<file path="config.mk">
export PLATFORM = sky130hd
export DESIGN_NAME = rse_regs
export DESIGN_NICKNAME = d
export VERILOG_FILES = /design/src/common/rse_pkg.sv /design/src/design/rse_regs.sv /design/src/design/rse_gap_timer.sv
export SDC_FILE = /design/constraint.sdc
export NUM_CORES = 1
export LEC_CHECK = 0
export BUFFER_PORTS_ARGS = -buffer_cell sky130_fd_sc_hd__buf_2
export CAP_MARGIN = 20
export CORE_MARGIN = 5
export CORE_UTILIZATION = 31
export CTS_BUF_LIST = sky130_fd_sc_hd__clkbuf_4 sky130_fd_sc_hd__clkbuf_8 sky130_fd_sc_hd__clkbuf_16
export DETAILED_ROUTE_END_ITERATION = 8
export SLEW_MARGIN = 10
export SYNTH_ARGS = -nofsm -noshare
export SYNTH_HDL_FRONTEND = slang
export SYNTH_SLANG_ARGS = --single-unit
</file>
<file path="constraint.sdc">
create_clock -name clk_sys -period 2.36 [get_ports clk_sys]
set_input_delay 0 -clock clk_sys [delete_from_list [all_inputs] [get_ports clk_sys]]
set_output_delay 0 -clock clk_sys [all_outputs]
set_load 0.02 [all_outputs]
</file>
<file path="src/common/rse_pkg.sv">
// constants for the repeater security and event register bank
`default_nettype none
package rse_pkg;
    localparam int          ADDR_W         = 5;
    localparam int          PAGE_W         = 4;
    localparam int          NPORT          = 13;
    localparam int          NEVT           = 8;

    // pages
    localparam logic [3:0]  PAGE_CFG       = 4'h0;
    localparam logic [3:0]  PAGE_EVT       = 4'h1;

    // offsets present on every page
    localparam logic [4:0]  OFF_PAGE_SEL   = 5'h10;
    // page 0 offsets
    localparam logic [4:0]  OFF_REC_EN     = 5'h14;
    localparam logic [4:0]  OFF_IRQ_CFG    = 5'h16;
    localparam logic [4:0]  OFF_COMP_LEN   = 5'h18;
    localparam logic [4:0]  OFF_IRQ_STAT   = 5'h1A;
    localparam logic [4:0]  OFF_IRQ_MASK   = 5'h1B;
    localparam logic [4:0]  OFF_GSR        = 5'h1D;
    localparam logic [4:0]  OFF_GAP_THR    = 5'h1F;
    // page 1 offsets
    localparam logic [4:0]  OFF_REC_FIRST  = 5'h11;
    localparam logic [4:0]  OFF_REC_LAST   = 5'h1D;
    localparam logic [4:0]  OFF_SUM_UPPER  = 5'h1E;
    localparam logic [4:0]  OFF_SUM_LOWER  = 5'h1F;

    // global security fields
    localparam int          GSR_COMPARE    = 0;
    localparam int          GSR_SCRAMBLE   = 1;
    localparam int          GSR_ALTER      = 2;
    localparam int          GSR_PORT_OFF   = 4;
    localparam int          GSR_LEARN      = 6;
    localparam logic [7:0]  GSR_WR_MASK    = 8'h57;

    // interrupt configuration fields
    localparam int          IRQ_CFG_FF_MSK = 4;

    // interrupt status fields
    localparam int          IST_FLAG_FOUND = 0;
    localparam int          IST_SA_MISS    = 1;
    localparam logic [7:0]  IST_WR_MASK    = 8'h03;

    // reset values
    localparam logic [7:0]  RST_COMP_LEN   = 8'h00;
    localparam logic [7:0]  RST_GSR        = 8'h00;
    localparam logic [7:0]  RST_GAP_THR    = 8'h00;
    localparam logic [7:0]  RST_REC_EN     = 8'h00;
    localparam logic [7:0]  RST_IRQ_CFG    = 8'hFF;
    localparam logic [7:0]  RST_IRQ_MASK   = 8'h00;
    localparam logic [3:0]  RST_PAGE       = 4'h0;

    // timing
    localparam int          CLK_PERIOD_NS  = 25;
    localparam int          BIT_TIME_NS    = 100;
    localparam int          BIT_CYCLES     = (BIT_TIME_NS + CLK_PERIOD_NS - 1) / CLK_PERIOD_NS;
endpackage
`default_nettype wire

</file>
<file path="src/design/rse_regs.sv">
// repeater security, compression, gap and port event register bank
// Functional notes
// with compression on, forward exactly compress length data bytes, up to 255
// security bit 0 starts address comparison when one
// security bit 1 zero makes random pattern on valid source mismatch
// source address mismatch is always reported to hub management
// security bit 2 one alters fifth status byte of management bytes
// software keeps security bit 3 at zero; bit is reserved
// security bit 4 one disables a port on valid source mismatch
// security bit 6 enables learn on all ports; reads back written value
// security bit 7 reads zero; bit 5 has no function
// management bus gap at least threshold plus one bit times
// one event record per port at 11h-1Dh page 1, cleared on read
// record bits 0-4: jabber, elastic buffer, lock loss, no delimiter, short
// record bits 5-7: late collision, partition, link failure
// upper summary at 1Eh shows ports 1-8, bit n-1 for port n
// an event is recorded only while its record enable bit is one
// flag found mask zero drives event pin while any recorded flag is set
// lower summary at 1Fh page 1 shows ports 9-13 likewise
// summary bit set while port record nonzero, clears when read empties it
//
// Implementation choice: the plain strobed port.
`default_nettype none
module rse_regs #(
    parameter int NPORT      = rse_pkg::NPORT,
    parameter int BIT_CYCLES = rse_pkg::BIT_CYCLES
) (
    input  wire logic                 clk_sys,
    input  wire logic                 rst_n,
    input  wire logic [4:0]           reg_addr,
    input  wire logic [7:0]           reg_wdata,
    input  wire logic                 reg_wr,
    input  wire logic                 reg_rd,
    output var  logic [7:0]           reg_rdata,
    input  wire logic                 compress_sel,
    input  wire logic                 frame_start,
    input  wire logic                 data_byte_stb,
    output var  logic                 compress_pass,
    input  wire logic                 mgmt_pkt_end,
    output var  logic                 mgmt_gap_ok,
    input  wire logic                 sa_mismatch,
    input  wire logic [3:0]           sa_mismatch_port,
    input  wire logic [NPORT*8-1:0]   port_events,
    output var  logic                 compare_begin,
    output var  logic                 scramble_pkt,
    output var  logic                 sa_mismatch_report,
    output var  logic                 alter_status_byte,
    output var  logic                 all_ports_learn,
    output var  logic [NPORT-1:0]     port_off,
    output var  logic                 event_log_irq_pin,
    output var  logic                 irq
);

    // ----------------------------------------
    // register state
    // ----------------------------------------
    logic [3:0]         page_r;
    logic [7:0]         comp_len_r;
    logic [7:0]         gsr_r;
    logic [7:0]         gap_thr_r;
    logic [7:0]         rec_en_r;
    logic [7:0]         irq_cfg_r;
    logic [7:0]         irq_stat_r;
    logic [7:0]         irq_mask_r;
    logic [7:0]         rec_r [NPORT];
    logic [NPORT-1:0]   summary;
    logic [NPORT-1:0]   off_latch_r;
    logic [7:0]         sent_cnt_r;
    logic [7:0]         rd_mux;
    logic               any_flag;
    logic               any_flag_d_r;

    // ----------------------------------------
    // address decode
    // ----------------------------------------
    function automatic logic hit(input logic [3:0] pg, input logic [4:0] off,
                                 input logic [3:0] cur, input logic [4:0] addr);
        hit = (cur == pg) && (addr == off);
    endfunction

    function automatic logic rec_hit(input logic [3:0] cur, input logic [4:0] addr,
                                     input int idx);
        rec_hit = (cur == rse_pkg::PAGE_EVT)
               && (addr == rse_pkg::OFF_REC_FIRST + 5'(idx));
    endfunction

    // ----------------------------------------
    // page select and configuration writes
    // ----------------------------------------
    // page select answers on every page so software can always leave a page
    always_ff @(posedge clk_sys or negedge rst_n) begin
        if (!rst_n) begin
            page_r <= rse_pkg::RST_PAGE;
        end else if (reg_wr && reg_addr == rse_pkg::OFF_PAGE_SEL) begin
            page_r <= reg_wdata[3:0];
        end
    end

    always_ff @(posedge clk_sys or negedge rst_n) begin
        if (!rst_n) begin
            comp_len_r <= rse_pkg::RST_COMP_LEN;
            gap_thr_r  <= rse_pkg::RST_GAP_THR;
            rec_en_r   <= rse_pkg::RST_REC_EN;
            irq_cfg_r  <= rse_pkg::RST_IRQ_CFG;
            irq_mask_r <= rse_pkg::RST_IRQ_MASK;
        end else if (reg_wr) begin
            if (hit(rse_pkg::PAGE_CFG, rse_pkg::OFF_COMP_LEN, page_r, reg_addr)) begin
                comp_len_r <= reg_wdata;
            end
            if (hit(rse_pkg::PAGE_CFG, rse_pkg::OFF_GAP_THR, page_r, reg_addr)) begin
                gap_thr_r <= reg_wdata;
            end
            if (hit(rse_pkg::PAGE_CFG, rse_pkg::OFF_REC_EN, page_r, reg_addr)) begin
                rec_en_r <= reg_wdata;
            end
            if (hit(rse_pkg::PAGE_CFG, rse_pkg::OFF_IRQ_CFG, page_r, reg_addr)) begin
                irq_cfg_r <= reg_wdata;
            end
            if (hit(rse_pkg::PAGE_CFG, rse_pkg::OFF_IRQ_MASK, page_r, reg_addr)) begin
                irq_mask_r <= reg_wdata & rse_pkg::IST_WR_MASK;
            end
        end
    end

    // ----------------------------------------
    // global security register
    // ----------------------------------------
    // reserved bits masked
    // reserved bits 3, 5 and 7 never store, so they read back zero
    always_ff @(posedge clk_sys or negedge rst_n) begin
        if (!rst_n) begin
            gsr_r <= rse_pkg::RST_GSR;
        end else if (reg_wr && hit(rse_pkg::PAGE_CFG, rse_pkg::OFF_GSR, page_r, reg_addr)) begin
            gsr_r <= reg_wdata & rse_pkg::GSR_WR_MASK;
        end
    end

    // comparison start
    assign compare_begin     = gsr_r[rse_pkg::GSR_COMPARE];
    // status byte alter
    assign alter_status_byte = gsr_r[rse_pkg::GSR_ALTER];
    // learn on all
    assign all_ports_learn   = gsr_r[rse_pkg::GSR_LEARN];

    // ----------------------------------------
    // source address mismatch handling
    // ----------------------------------------
    always_ff @(posedge clk_sys or negedge rst_n) begin
        if (!rst_n) begin
            scramble_pkt       <= 1'b0;
            sa_mismatch_report <= 1'b0;
        end else begin
            // random pattern select
            scramble_pkt       <= sa_mismatch && !gsr_r[rse_pkg::GSR_SCRAMBLE];
            // report regardless
            sa_mismatch_report <= sa_mismatch;
        end
    end

    // port disable
    // the disable holds until software turns the feature off again
    always_ff @(posedge clk_sys or negedge rst_n) begin
        if (!rst_n) begin
            off_latch_r <= '0;
        end else if (!gsr_r[rse_pkg::GSR_PORT_OFF]) begin
            off_latch_r <= '0;
        end else if (sa_mismatch && sa_mismatch_port < 4'(NPORT)) begin
            off_latch_r[sa_mismatch_port] <= 1'b1;
        end
    end

    assign port_off = off_latch_r;

    // ----------------------------------------
    // packet compression byte count
    // ----------------------------------------
    // exact byte count
    always_ff @(posedge clk_sys or negedge rst_n) begin
        if (!rst_n) begin
            sent_cnt_r    <= '0;
            compress_pass <= 1'b1;
        end else if (frame_start) begin
            sent_cnt_r    <= '0;
            compress_pass <= !compress_sel || (comp_len_r != 8'h00);
        end else if (data_byte_stb && compress_pass) begin
            if (sent_cnt_r != 8'hFF) begin
                sent_cnt_r <= sent_cnt_r + 8'h01;
            end
            compress_pass <= !compress_sel || (sent_cnt_r + 8'h01 < comp_len_r);
        end
    end

    // ----------------------------------------
    // management bus gap
    // ----------------------------------------
    rse_gap_timer #(
        .BIT_CYCLES (BIT_CYCLES)
    ) u_gap (
        .clk_sys       (clk_sys),
        .rst_n         (rst_n),
        .gap_threshold (gap_thr_r),
        .pkt_end       (mgmt_pkt_end),
        .gap_ok        (mgmt_gap_ok)
    );

    // ----------------------------------------
    // port event records
    // ----------------------------------------
    genvar p;
    generate
        for (p = 0; p < NPORT; p++) begin : g_port
            logic [7:0] ev_in;
            assign ev_in = port_events[p*8 +: 8] & rec_en_r;

            // clear on read
            // low event bits
            // high event bits
            // enable gating
            // an event landing with the clearing read survives it
            always_ff @(posedge clk_sys or negedge rst_n) begin
                if (!rst_n) begin
                    rec_r[p] <= '0;
                end else if (reg_rd && rec_hit(page_r, reg_addr, p)) begin
                    rec_r[p] <= ev_in;
                end else begin
                    rec_r[p] <= rec_r[p] | ev_in;
                end
            end

            // summary tracks record
            assign summary[p] = |rec_r[p];
        end
    endgenerate

    assign any_flag = |summary;

    // ----------------------------------------
    // event pin and interrupt
    // ----------------------------------------
    // flag found pin
    always_ff @(posedge clk_sys or negedge rst_n) begin
        if (!rst_n) begin
            event_log_irq_pin <= 1'b0;
        end else begin
            event_log_irq_pin <= any_flag && !irq_cfg_r[rse_pkg::IRQ_CFG_FF_MSK];
        end
    end

    always_ff @(posedge clk_sys or negedge rst_n) begin
        if (!rst_n) begin
            any_flag_d_r <= 1'b0;
        end else begin
            any_flag_d_r <= any_flag;
        end
    end

    // write one clears, but a new event in the same cycle wins
    always_ff @(posedge clk_sys or negedge rst_n) begin
        if (!rst_n) begin
            irq_stat_r <= '0;
        end else begin
            irq_stat_r <= (irq_stat_r
                        & ~((reg_wr && hit(rse_pkg::PAGE_CFG, rse_pkg::OFF_IRQ_STAT,
                                           page_r, reg_addr)) ? reg_wdata : 8'h00))
                        | {6'h00, sa_mismatch, any_flag && !any_flag_d_r};
        end
    end

    always_ff @(posedge clk_sys or negedge rst_n) begin
        if (!rst_n) begin
            irq <= 1'b0;
        end else begin
            irq <= |(irq_stat_r & irq_mask_r);
        end
    end

    // ----------------------------------------
    // read path
    // ----------------------------------------
    always_comb begin
        rd_mux = 8'h00;
        if (reg_addr == rse_pkg::OFF_PAGE_SEL) begin
            rd_mux = {4'h0, page_r};
        end else if (page_r == rse_pkg::PAGE_CFG) begin
            unique case (reg_addr)
                rse_pkg::OFF_COMP_LEN: rd_mux = comp_len_r;
                // written value
                rse_pkg::OFF_GSR:      rd_mux = gsr_r;
                rse_pkg::OFF_GAP_THR:  rd_mux = gap_thr_r;
                rse_pkg::OFF_REC_EN:   rd_mux = rec_en_r;
                rse_pkg::OFF_IRQ_CFG:  rd_mux = irq_cfg_r;
                rse_pkg::OFF_IRQ_STAT: rd_mux = irq_stat_r;
                rse_pkg::OFF_IRQ_MASK: rd_mux = irq_mask_r;
                default:               rd_mux = 8'h00;
            endcase
        end else if (page_r == rse_pkg::PAGE_EVT) begin
            if (reg_addr >= rse_pkg::OFF_REC_FIRST && reg_addr <= rse_pkg::OFF_REC_LAST) begin
                rd_mux = rec_r[4'(reg_addr - rse_pkg::OFF_REC_FIRST)];
            // ports 1 to 8
            end else if (reg_addr == rse_pkg::OFF_SUM_UPPER) begin
                rd_mux = summary[7:0];
            // ports 9 to 13
            end else if (reg_addr == rse_pkg::OFF_SUM_LOWER) begin
                rd_mux = {3'h0, summary[NPORT-1:8]};
            end
        end
    end

    // data stand only in the cycle after the strobe
    always_ff @(posedge clk_sys or negedge rst_n) begin
        if (!rst_n) begin
            reg_rdata <= 8'h00;
        end else if (reg_rd) begin
            reg_rdata <= rd_mux;
        end else begin
            reg_rdata <= 8'h00;
        end
    end

endmodule
`default_nettype wire

</file>
<file path="src/design/rse_gap_timer.sv">
// minimum inter-frame gap timer for the management bus
`default_nettype none
module rse_gap_timer #(
    parameter int BIT_CYCLES = rse_pkg::BIT_CYCLES
) (
    input  wire logic       clk_sys,
    input  wire logic       rst_n,
    input  wire logic [7:0] gap_threshold,
    input  wire logic       pkt_end,
    output var  logic       gap_ok
);
    localparam int DIV_W = (BIT_CYCLES > 1) ? $clog2(BIT_CYCLES) : 1;

    logic [DIV_W-1:0] div_r;
    logic             bit_tick;
    logic [8:0]       left_r;

    // ----------------------------------------
    // bit-time enable
    // ----------------------------------------
    // divider restarts at packet end so every counted bit time is whole
    always_ff @(posedge clk_sys or negedge rst_n) begin
        if (!rst_n) begin
            div_r <= '0;
        end else if (pkt_end || div_r == DIV_W'(BIT_CYCLES - 1)) begin
            div_r <= '0;
        end else begin
            div_r <= div_r + 1'b1;
        end
    end

    assign bit_tick = (div_r == DIV_W'(BIT_CYCLES - 1));

    // ----------------------------------------
    // gap count
    // ----------------------------------------
    // gap of threshold plus one
    always_ff @(posedge clk_sys or negedge rst_n) begin
        if (!rst_n) begin
            left_r <= '0;
            gap_ok <= 1'b1;
        end else if (pkt_end) begin
            left_r <= {1'b0, gap_threshold} + 9'h001;
            gap_ok <= 1'b0;
        end else if (bit_tick && left_r != 9'h000) begin
            left_r <= left_r - 9'h001;
            gap_ok <= (left_r == 9'h001);
        end
    end
endmodule
`default_nettype wire

</file>
Word-level counts from Yosys, hierarchy flattened
Index checks and enable logic that the tools add are counted.
- output and inout port bits: 30
- logic and storage cells: 215
- bits in registers: 202
- reductions and logical operators: 78
- $add $sub $neg: 5
- order comparisons: 7
- muxes and demuxes: 39
- bitwise gates (word level): 32
- eq/ne operators: 21
- operator list (operator ; count):
    $mux W8 ; 25
    $and A8 B8 Y8 ; 14
    $reduce_or A8 Y1 ; 14
    $or A8 B8 Y8 ; 13
    $reduce_or A104 Y1 ; 1
    $eq A5 B5 Y1 const B ; 16
    $pmux W8 S7 ; 1
    $logic_and A1 B1 Y1 ; 44
    $bmux W8 S4 ; 1
    $mux W13 ; 2
    $mux W9 ; 2
    $or A13 B13 Y13 ; 1
    $reduce_and A2 Y1 ; 6
    $ge A5 B5 Y1 const B ; 2
    $add A8 B1 Y9 const B ; 1
    $eq A9 B1 Y1 const B ; 1
    $reduce_bool A9 Y1 ; 1
    $sub A9 B1 Y9 const B ; 1
    $add A8 B1 Y8 const B ; 1
    $and A8 B2 Y8 ; 1
    $lt A8 B8 Y1 ; 1
    $ne A8 B8 Y1 const B ; 1
    $not A8 Y8 ; 1
    $or A8 B2 Y8 ; 1
    other kinds (19) ; 30

Logic depth before layout (Yosys ltp)
- word-level depth: 10
- gate-level depth with buffers: 13
- depth with buffers taken out: 9

Hierarchy
From an unflattened synthesis, not the netlist that was laid out.
- cell total of the unflattened synthesis: 836
- area, all modules: 10025.9 um^2
- modules (own cells, without submodules) (module ; instances ; area each (um^2) ; cells an instance):
    rse_regs ; 1 ; 9137.5 ; 741
    rse_gap_timer ; 1 ; 888.4 ; 95

Worst setup path after synthesis
No wires, ideal clock.
- kind: input to register
- start: input reg_addr[0]
- end: register reg_rdata[0]
- cell stages on the path: 11
- setup slack: -0.140 ns
- arrival: 2.352 ns
- cells stage by stage: buf_4 -> buf_2 -> buf_2 -> inv_1 -> ha_1 -> buf_2 -> xor2_4 -> mux4_2 -> or3_1 -> nand4_1 -> a41oi_1
- longest elaborated chain between the ends: 10
- ends and longest elaborated chain (item ; RTL line ; source):
    from (decl) ; rse_regs.sv:30 ; input wire logic [4:0] reg_addr,
    $sub A4 B1 Y4 ; rse_regs.sv:298 ; rd_mux = rec_r[4'(reg_addr - rse_pkg::OFF_REC_FIRST)];
    $not A4 Y5 (implied by the code) ; rse_regs.sv:298 ;
    $bmux W8 S4 ; rse_regs.sv:298 ;
    $mux W8 (implied by the code) (2 in a row) ; rse_regs.sv:298 ;
    $mux W8 ; rse_regs.sv:297 ; if (reg_addr >= rse_pkg::OFF_REC_FIRST && reg_addr <= rse_pkg::OFF_REC_LAST) begin
    $mux W8 ; rse_regs.sv:296 ; end else if (page_r == rse_pkg::PAGE_EVT) begin
    $mux W8 ; rse_regs.sv:284 ; end else if (page_r == rse_pkg::PAGE_CFG) begin
    $mux W8 * ; rse_regs.sv:282 ; if (reg_addr == rse_pkg::OFF_PAGE_SEL) begin
    $mux W8 * ; rse_regs.sv:313 ; end else if (reg_rd) begin
    to (signal assigned) ; rse_regs.sv:314 ; reg_rdata <= rd_mux;
    to (decl) ; rse_regs.sv:34 ; output var logic [7:0] reg_rdata,
Every way passes the cells marked *; elsewhere a longest branch is shown, timed or not. The select of a mux whose other input is x is not followed.
A chain may end at the register's enable or synchronous reset.

Final worst setup path
- start: register rec_r[9] (netlist bit)
- end: register irq_stat_r[0]
- longest elaborated chain between the ends: 3
- ends and longest elaborated chain (item ; RTL line ; source):
    from (decl) ; rse_regs.sv:65 ; logic [7:0] rec_r [NPORT];
    from (signal, indexed assignment) ; rse_regs.sv:224 ; rec_r[p] <= ev_in;
    from (signal, indexed assignment) ; rse_regs.sv:226 ; rec_r[p] <= rec_r[p] | ev_in;
    $reduce_or A104 Y1 ; rse_regs.sv:235 ; assign any_flag = |summary;
    via any_flag ; rse_regs.sv:70 ; logic any_flag;
    $logic_and A1 B1 Y1 ; rse_regs.sv:265 ; | {6'h00, sa_mismatch, any_flag && !any_flag_d_r};
    $or A8 B2 Y8 ; rse_regs.sv:265 ;
    to (signal assigned) ; rse_regs.sv:262 ; irq_stat_r <= (irq_stat_r
    to (decl) ; rse_regs.sv:63 ; logic [7:0] irq_stat_r;
The timed path passes the listed nets, and every way through them passes these cells.

==> key figures <==
Synthesis
  – Post-Synthesis Cells: 831
  – Yosys warnings: 0
  – Area fraction of the dominant cell type after synthesis: 0.483
  – Avg Cell Area, Syn: 12.0 µm²
  – Post-synthesis async set-or-reset flop share: 1.00
  – Post-Syn Nets: 978
  – Number of synthesized flops with an enable pin: 0
  – Post-Syn Area: 9940 µm²
  – Dominant cells by area after synthesis: dfrtp_1 48%, a22o_1 9.4%, mux2_2 5.3%
  – Synth cell types: 67
  – Primary FF master, synth: dfrtp_1
  – Seq cells post-synth: 202
  – Seq/Total Area, Yosys: 0.510
  – Synth area leader: dfrtp_1

Finish
  – Layout filler cell count: 2936
  – Layout net count: 1285
  – Layout area overhead: 35.7%
  – Commonest non-fill, non-tap cell in the layout: dfrtp_1
  – Most frequent cells in the layout: 191 x dfrtp_1, 158 x buf_2, 129 x dlygate4sd3_1
  – Layout Utilization: 0.427
  – Ratio of cells with drive above 1 in the final layout: 0.288

Route
  – Number of iterations in the first detailed-routing pass: 6
  – WL final: 35300 µm
  – Drc violations: 0
  – DR iter-0 viols: 695
  – Vias per cell: 5.53
  – Vias: 8616
  – Drt wl/cell: 22.6 µm
  – Antenna Violating Nets Remaining: 0

Setup path
  – Crit path required time: 2.77 ns
  – Buf+Inv Stages, Crit Path: 0
  – Crit path cell chain: or4_1 > nor4_1 > and4bb_1 > nand3_1 > a22o_1
  – Largest delay share family, worst path: simple AND/OR/NAND/NOR gates
  – Crit path largest cell delay: 0.58 ns
  – Worst Setup End Kind: register
  – Startpoint Class: register
  – Setup CP Type: register to register
  – Crit path max fanout: 3
  – Slowest stage cell, crit path: or4_1
  – Crit path DAT: 2.62 ns

Clocking
  – Clock Tree Buf Depth: 3
  – Root Driver: clkbuf_16
  – Post-CTS setup buffers: 0
  – CTS Buf Count: 22
  – CTS Sinks: 202
  – H-tree levels: 1
  – TritonCTS clock tree: built
  – Clk slew on worst S/H paths: 0.06 ns
  – Clk_lat worst skew: 0.51 ns

STA
  – Unrepaired setup endpoints after global routing: false
  – Setup-failing EPs final: 0
  – Max-slew headroom: 0.415
  – Final hold violation count: 0
  – Slew Viols, Final: 0
  – Period minus WS final: 2.21 ns
  – Worst-margin pin slew: 0.873 ns
  – TNS Setup: 0 ns
  – Final period utilization: 0.938
  – Fmax: 452 MHz
  – Clk_skew: 0.0215 ns

Power and ir drop
  – Pleak: 6.00 nW
  – Max IR drop VDD: 0.429 mV
  – Pwr dens: 741 nW/µm²

Hold path
  – Hold/Removal Path Class: input port to async pin

GRT
  – First-pass GRT wire length: 54400 µm
  – Initial antenna violation count: 4
  – Overflow after GRT: 0
  – Vias in the first global route: 9031
  – Largest net degree at the start of global routing: 77
  – All-Layer GR Usage: 0.195

Place
  – Post-DP HPWL: 25200 µm
  – Buffers on Ports: 159
  – RePlAce Congestion: 0.903

Run status
  – Outcome: finished clean

Floorplanning
  – Die area: 35800 µm²
  – Initial core utilization: 0.314
  – DIE HEIGHT: 189 µm
  – Core ar.: 31600 µm²
  – Io pins: 160
  – Row cnt: 65
  – Chip Width: 189 µm

Job
  – Max-cap violations: 0
## through the flow
| stage | instance area, µm² | setup slack, ns | instances | power, mW | hold WS (ns) |
|---|---|---|---|---|---|
| 2_1_floorplan | 9950 | 0.0218 | 831 | 5.30 | -0.296 |
| 3_3_place_gp | 11400 | 0.185 | 1387 | 6.11 | 0.0808 |
| 3_5_place_dp | 11400 | 0.143 | 1387 | 6.14 | 0.0796 |
| 4_1_cts | 13500 | 0.102 | 1556 | 10.0 | 0.0816 |
| 5_1_grt | 13500 | 0.0469 | 1559 | 10.4 | 0.159 |
| 6_report | 13500 | 0.147 | 1559 | 9.99 | 0.0753 |
## routing by layer
metal | wire, µm | GRT usage
met1 | 14800 | 0.262
met5 | 13 | 0
met4 | 1460 | 0.0849
met3 | 2450 | 0.0374
met2 | 16500 | 0.310
## sequential cells by signal, indices dropped and copies added (netlist names)
signal	flops
rec_en_r	8
gap_thr_r	8
irq_mask_r	2
irq	1
port_off	13
any_flag_d_r	1
comp_len_r	8
sa_mismatch_report	1
page_r	4
reg_rdata	8
scramble_pkt	1
irq_stat_r	8
irq_cfg_r	8
sent_cnt_r	8
u_gap.div_r	2
gsr_r	5
compress_pass	1
u_gap.gap_ok	1
event_log_irq_pin	1
u_gap.left_r	9
rec_r	104
## area by class of cell
class | instances | area [µm²] | share of cell area
clock buffer | 31 | 667 | 0.0494
tap | 402 | 503 | 0.0373
sequential | 202 | 5070 | 0.376
timing repair buffer | 323 | 2410 | 0.178
multi-input combinational | 567 | 4640 | 0.344
antenna | 3 | 7.51 | 0.000556
clock inverter | 9 | 123 | 0.00909
inverter | 22 | 82.6 | 0.00612
## cell usage after synthesis, types with 3 or more instances
| cell type | n |
|---|---|
| nand2_1 | 56 |
| buf_2 | 14 |
| nor2_1 | 20 |
| o31ai_1 | 3 |
| nand3_1 | 29 |
| nor3b_1 | 6 |
| and4b_1 | 5 |
| ha_1 | 17 |
| or3_1 | 3 |
| o21ai_0 | 18 |
| nand2b_1 | 6 |
| and4_1 | 3 |
| a21oi_1 | 18 |
| xnor2_1 | 10 |
| o21a_1 | 11 |
| o221ai_1 | 3 |
| dfrtp_1 | 192 |
| mux4_2 | 21 |
| or4_1 | 9 |
| mux2_2 | 47 |
| xor2_1 | 11 |
| inv_1 | 22 |
| a21boi_0 | 7 |
| dfstp_2 | 10 |
| nor4_1 | 25 |
| a31oi_1 | 8 |
| a222oi_1 | 3 |
| nand4_1 | 22 |
| a221oi_1 | 3 |
| buf_4 | 3 |
| nor2b_1 | 11 |
| a22oi_1 | 14 |
| clkbuf_1 | 22 |
| mux2i_1 | 12 |
| nand4b_1 | 3 |
| a22o_1 | 107 |
| and3_1 | 7 |
| nor3_1 | 11 |
## worst reg2reg max path, delay by kind of cell (launching register included)
| kind | cells | cell delay, ns |
|---|---|---|
| flip-flops | 1 | 0.39 |
| AO/OA/AOI/OAI | 1 | 0.25 |
| AND/OR/NAND/NOR | 4 | 1.48 |
## kinds of logic after synthesis
family / count (synthesis) / synth area share
AO/OA/AOI/OAI: 215 / 0.171
XOR/XNOR: 24 / 0.0257
multiplexers: 82 / 0.115
buffers and inverters: 62 / 0.0271
AND/OR/NAND/NOR: 229 / 0.130
adder cells (fa/ha/maj): 17 / 0.0214
flip-flops: 202 / 0.510
## timing repair
action                                  in CTS  in global routing
hold endpoints to repair                   288                  0
hold buffers                               129                  0
endpoints found under the setup margin       0                  2
gates resized for setup                      0                  7
## worst paths after layout
kind,to,startpoint,slack [ns],cells past startpoint
max in group asynchronous,irq_cfg_r[2]$_DFFE_PN1P_,rst_n,1.54,3
setup / recovery,irq_stat_r[0]$_DFF_PN0_,rec_r[9]$_DFF_PN0_,0.15,5
hold reg to reg,u_gap.div_r[0]$_DFF_PN0_,u_gap.div_r[0]$_DFF_PN0_,0.42,1
setup reg to reg,irq_stat_r[0]$_DFF_PN0_,rec_r[9]$_DFF_PN0_,0.15,5
min in group clk_sys,rec_r[8]$_DFF_PN0_,reg_addr[3],0.20,4
hold / removal,rec_r[26]$_DFF_PN0_,rst_n,0.08,2
## where the power goes
group          switching (mW)  total, mW  internal (mW)
registers               0.511       4.42           3.91
clock network            1.42       3.72           2.30
logic                   0.939       1.85          0.915
total                    2.87       9.99           7.12
Power figures use the tool's default switching activity.
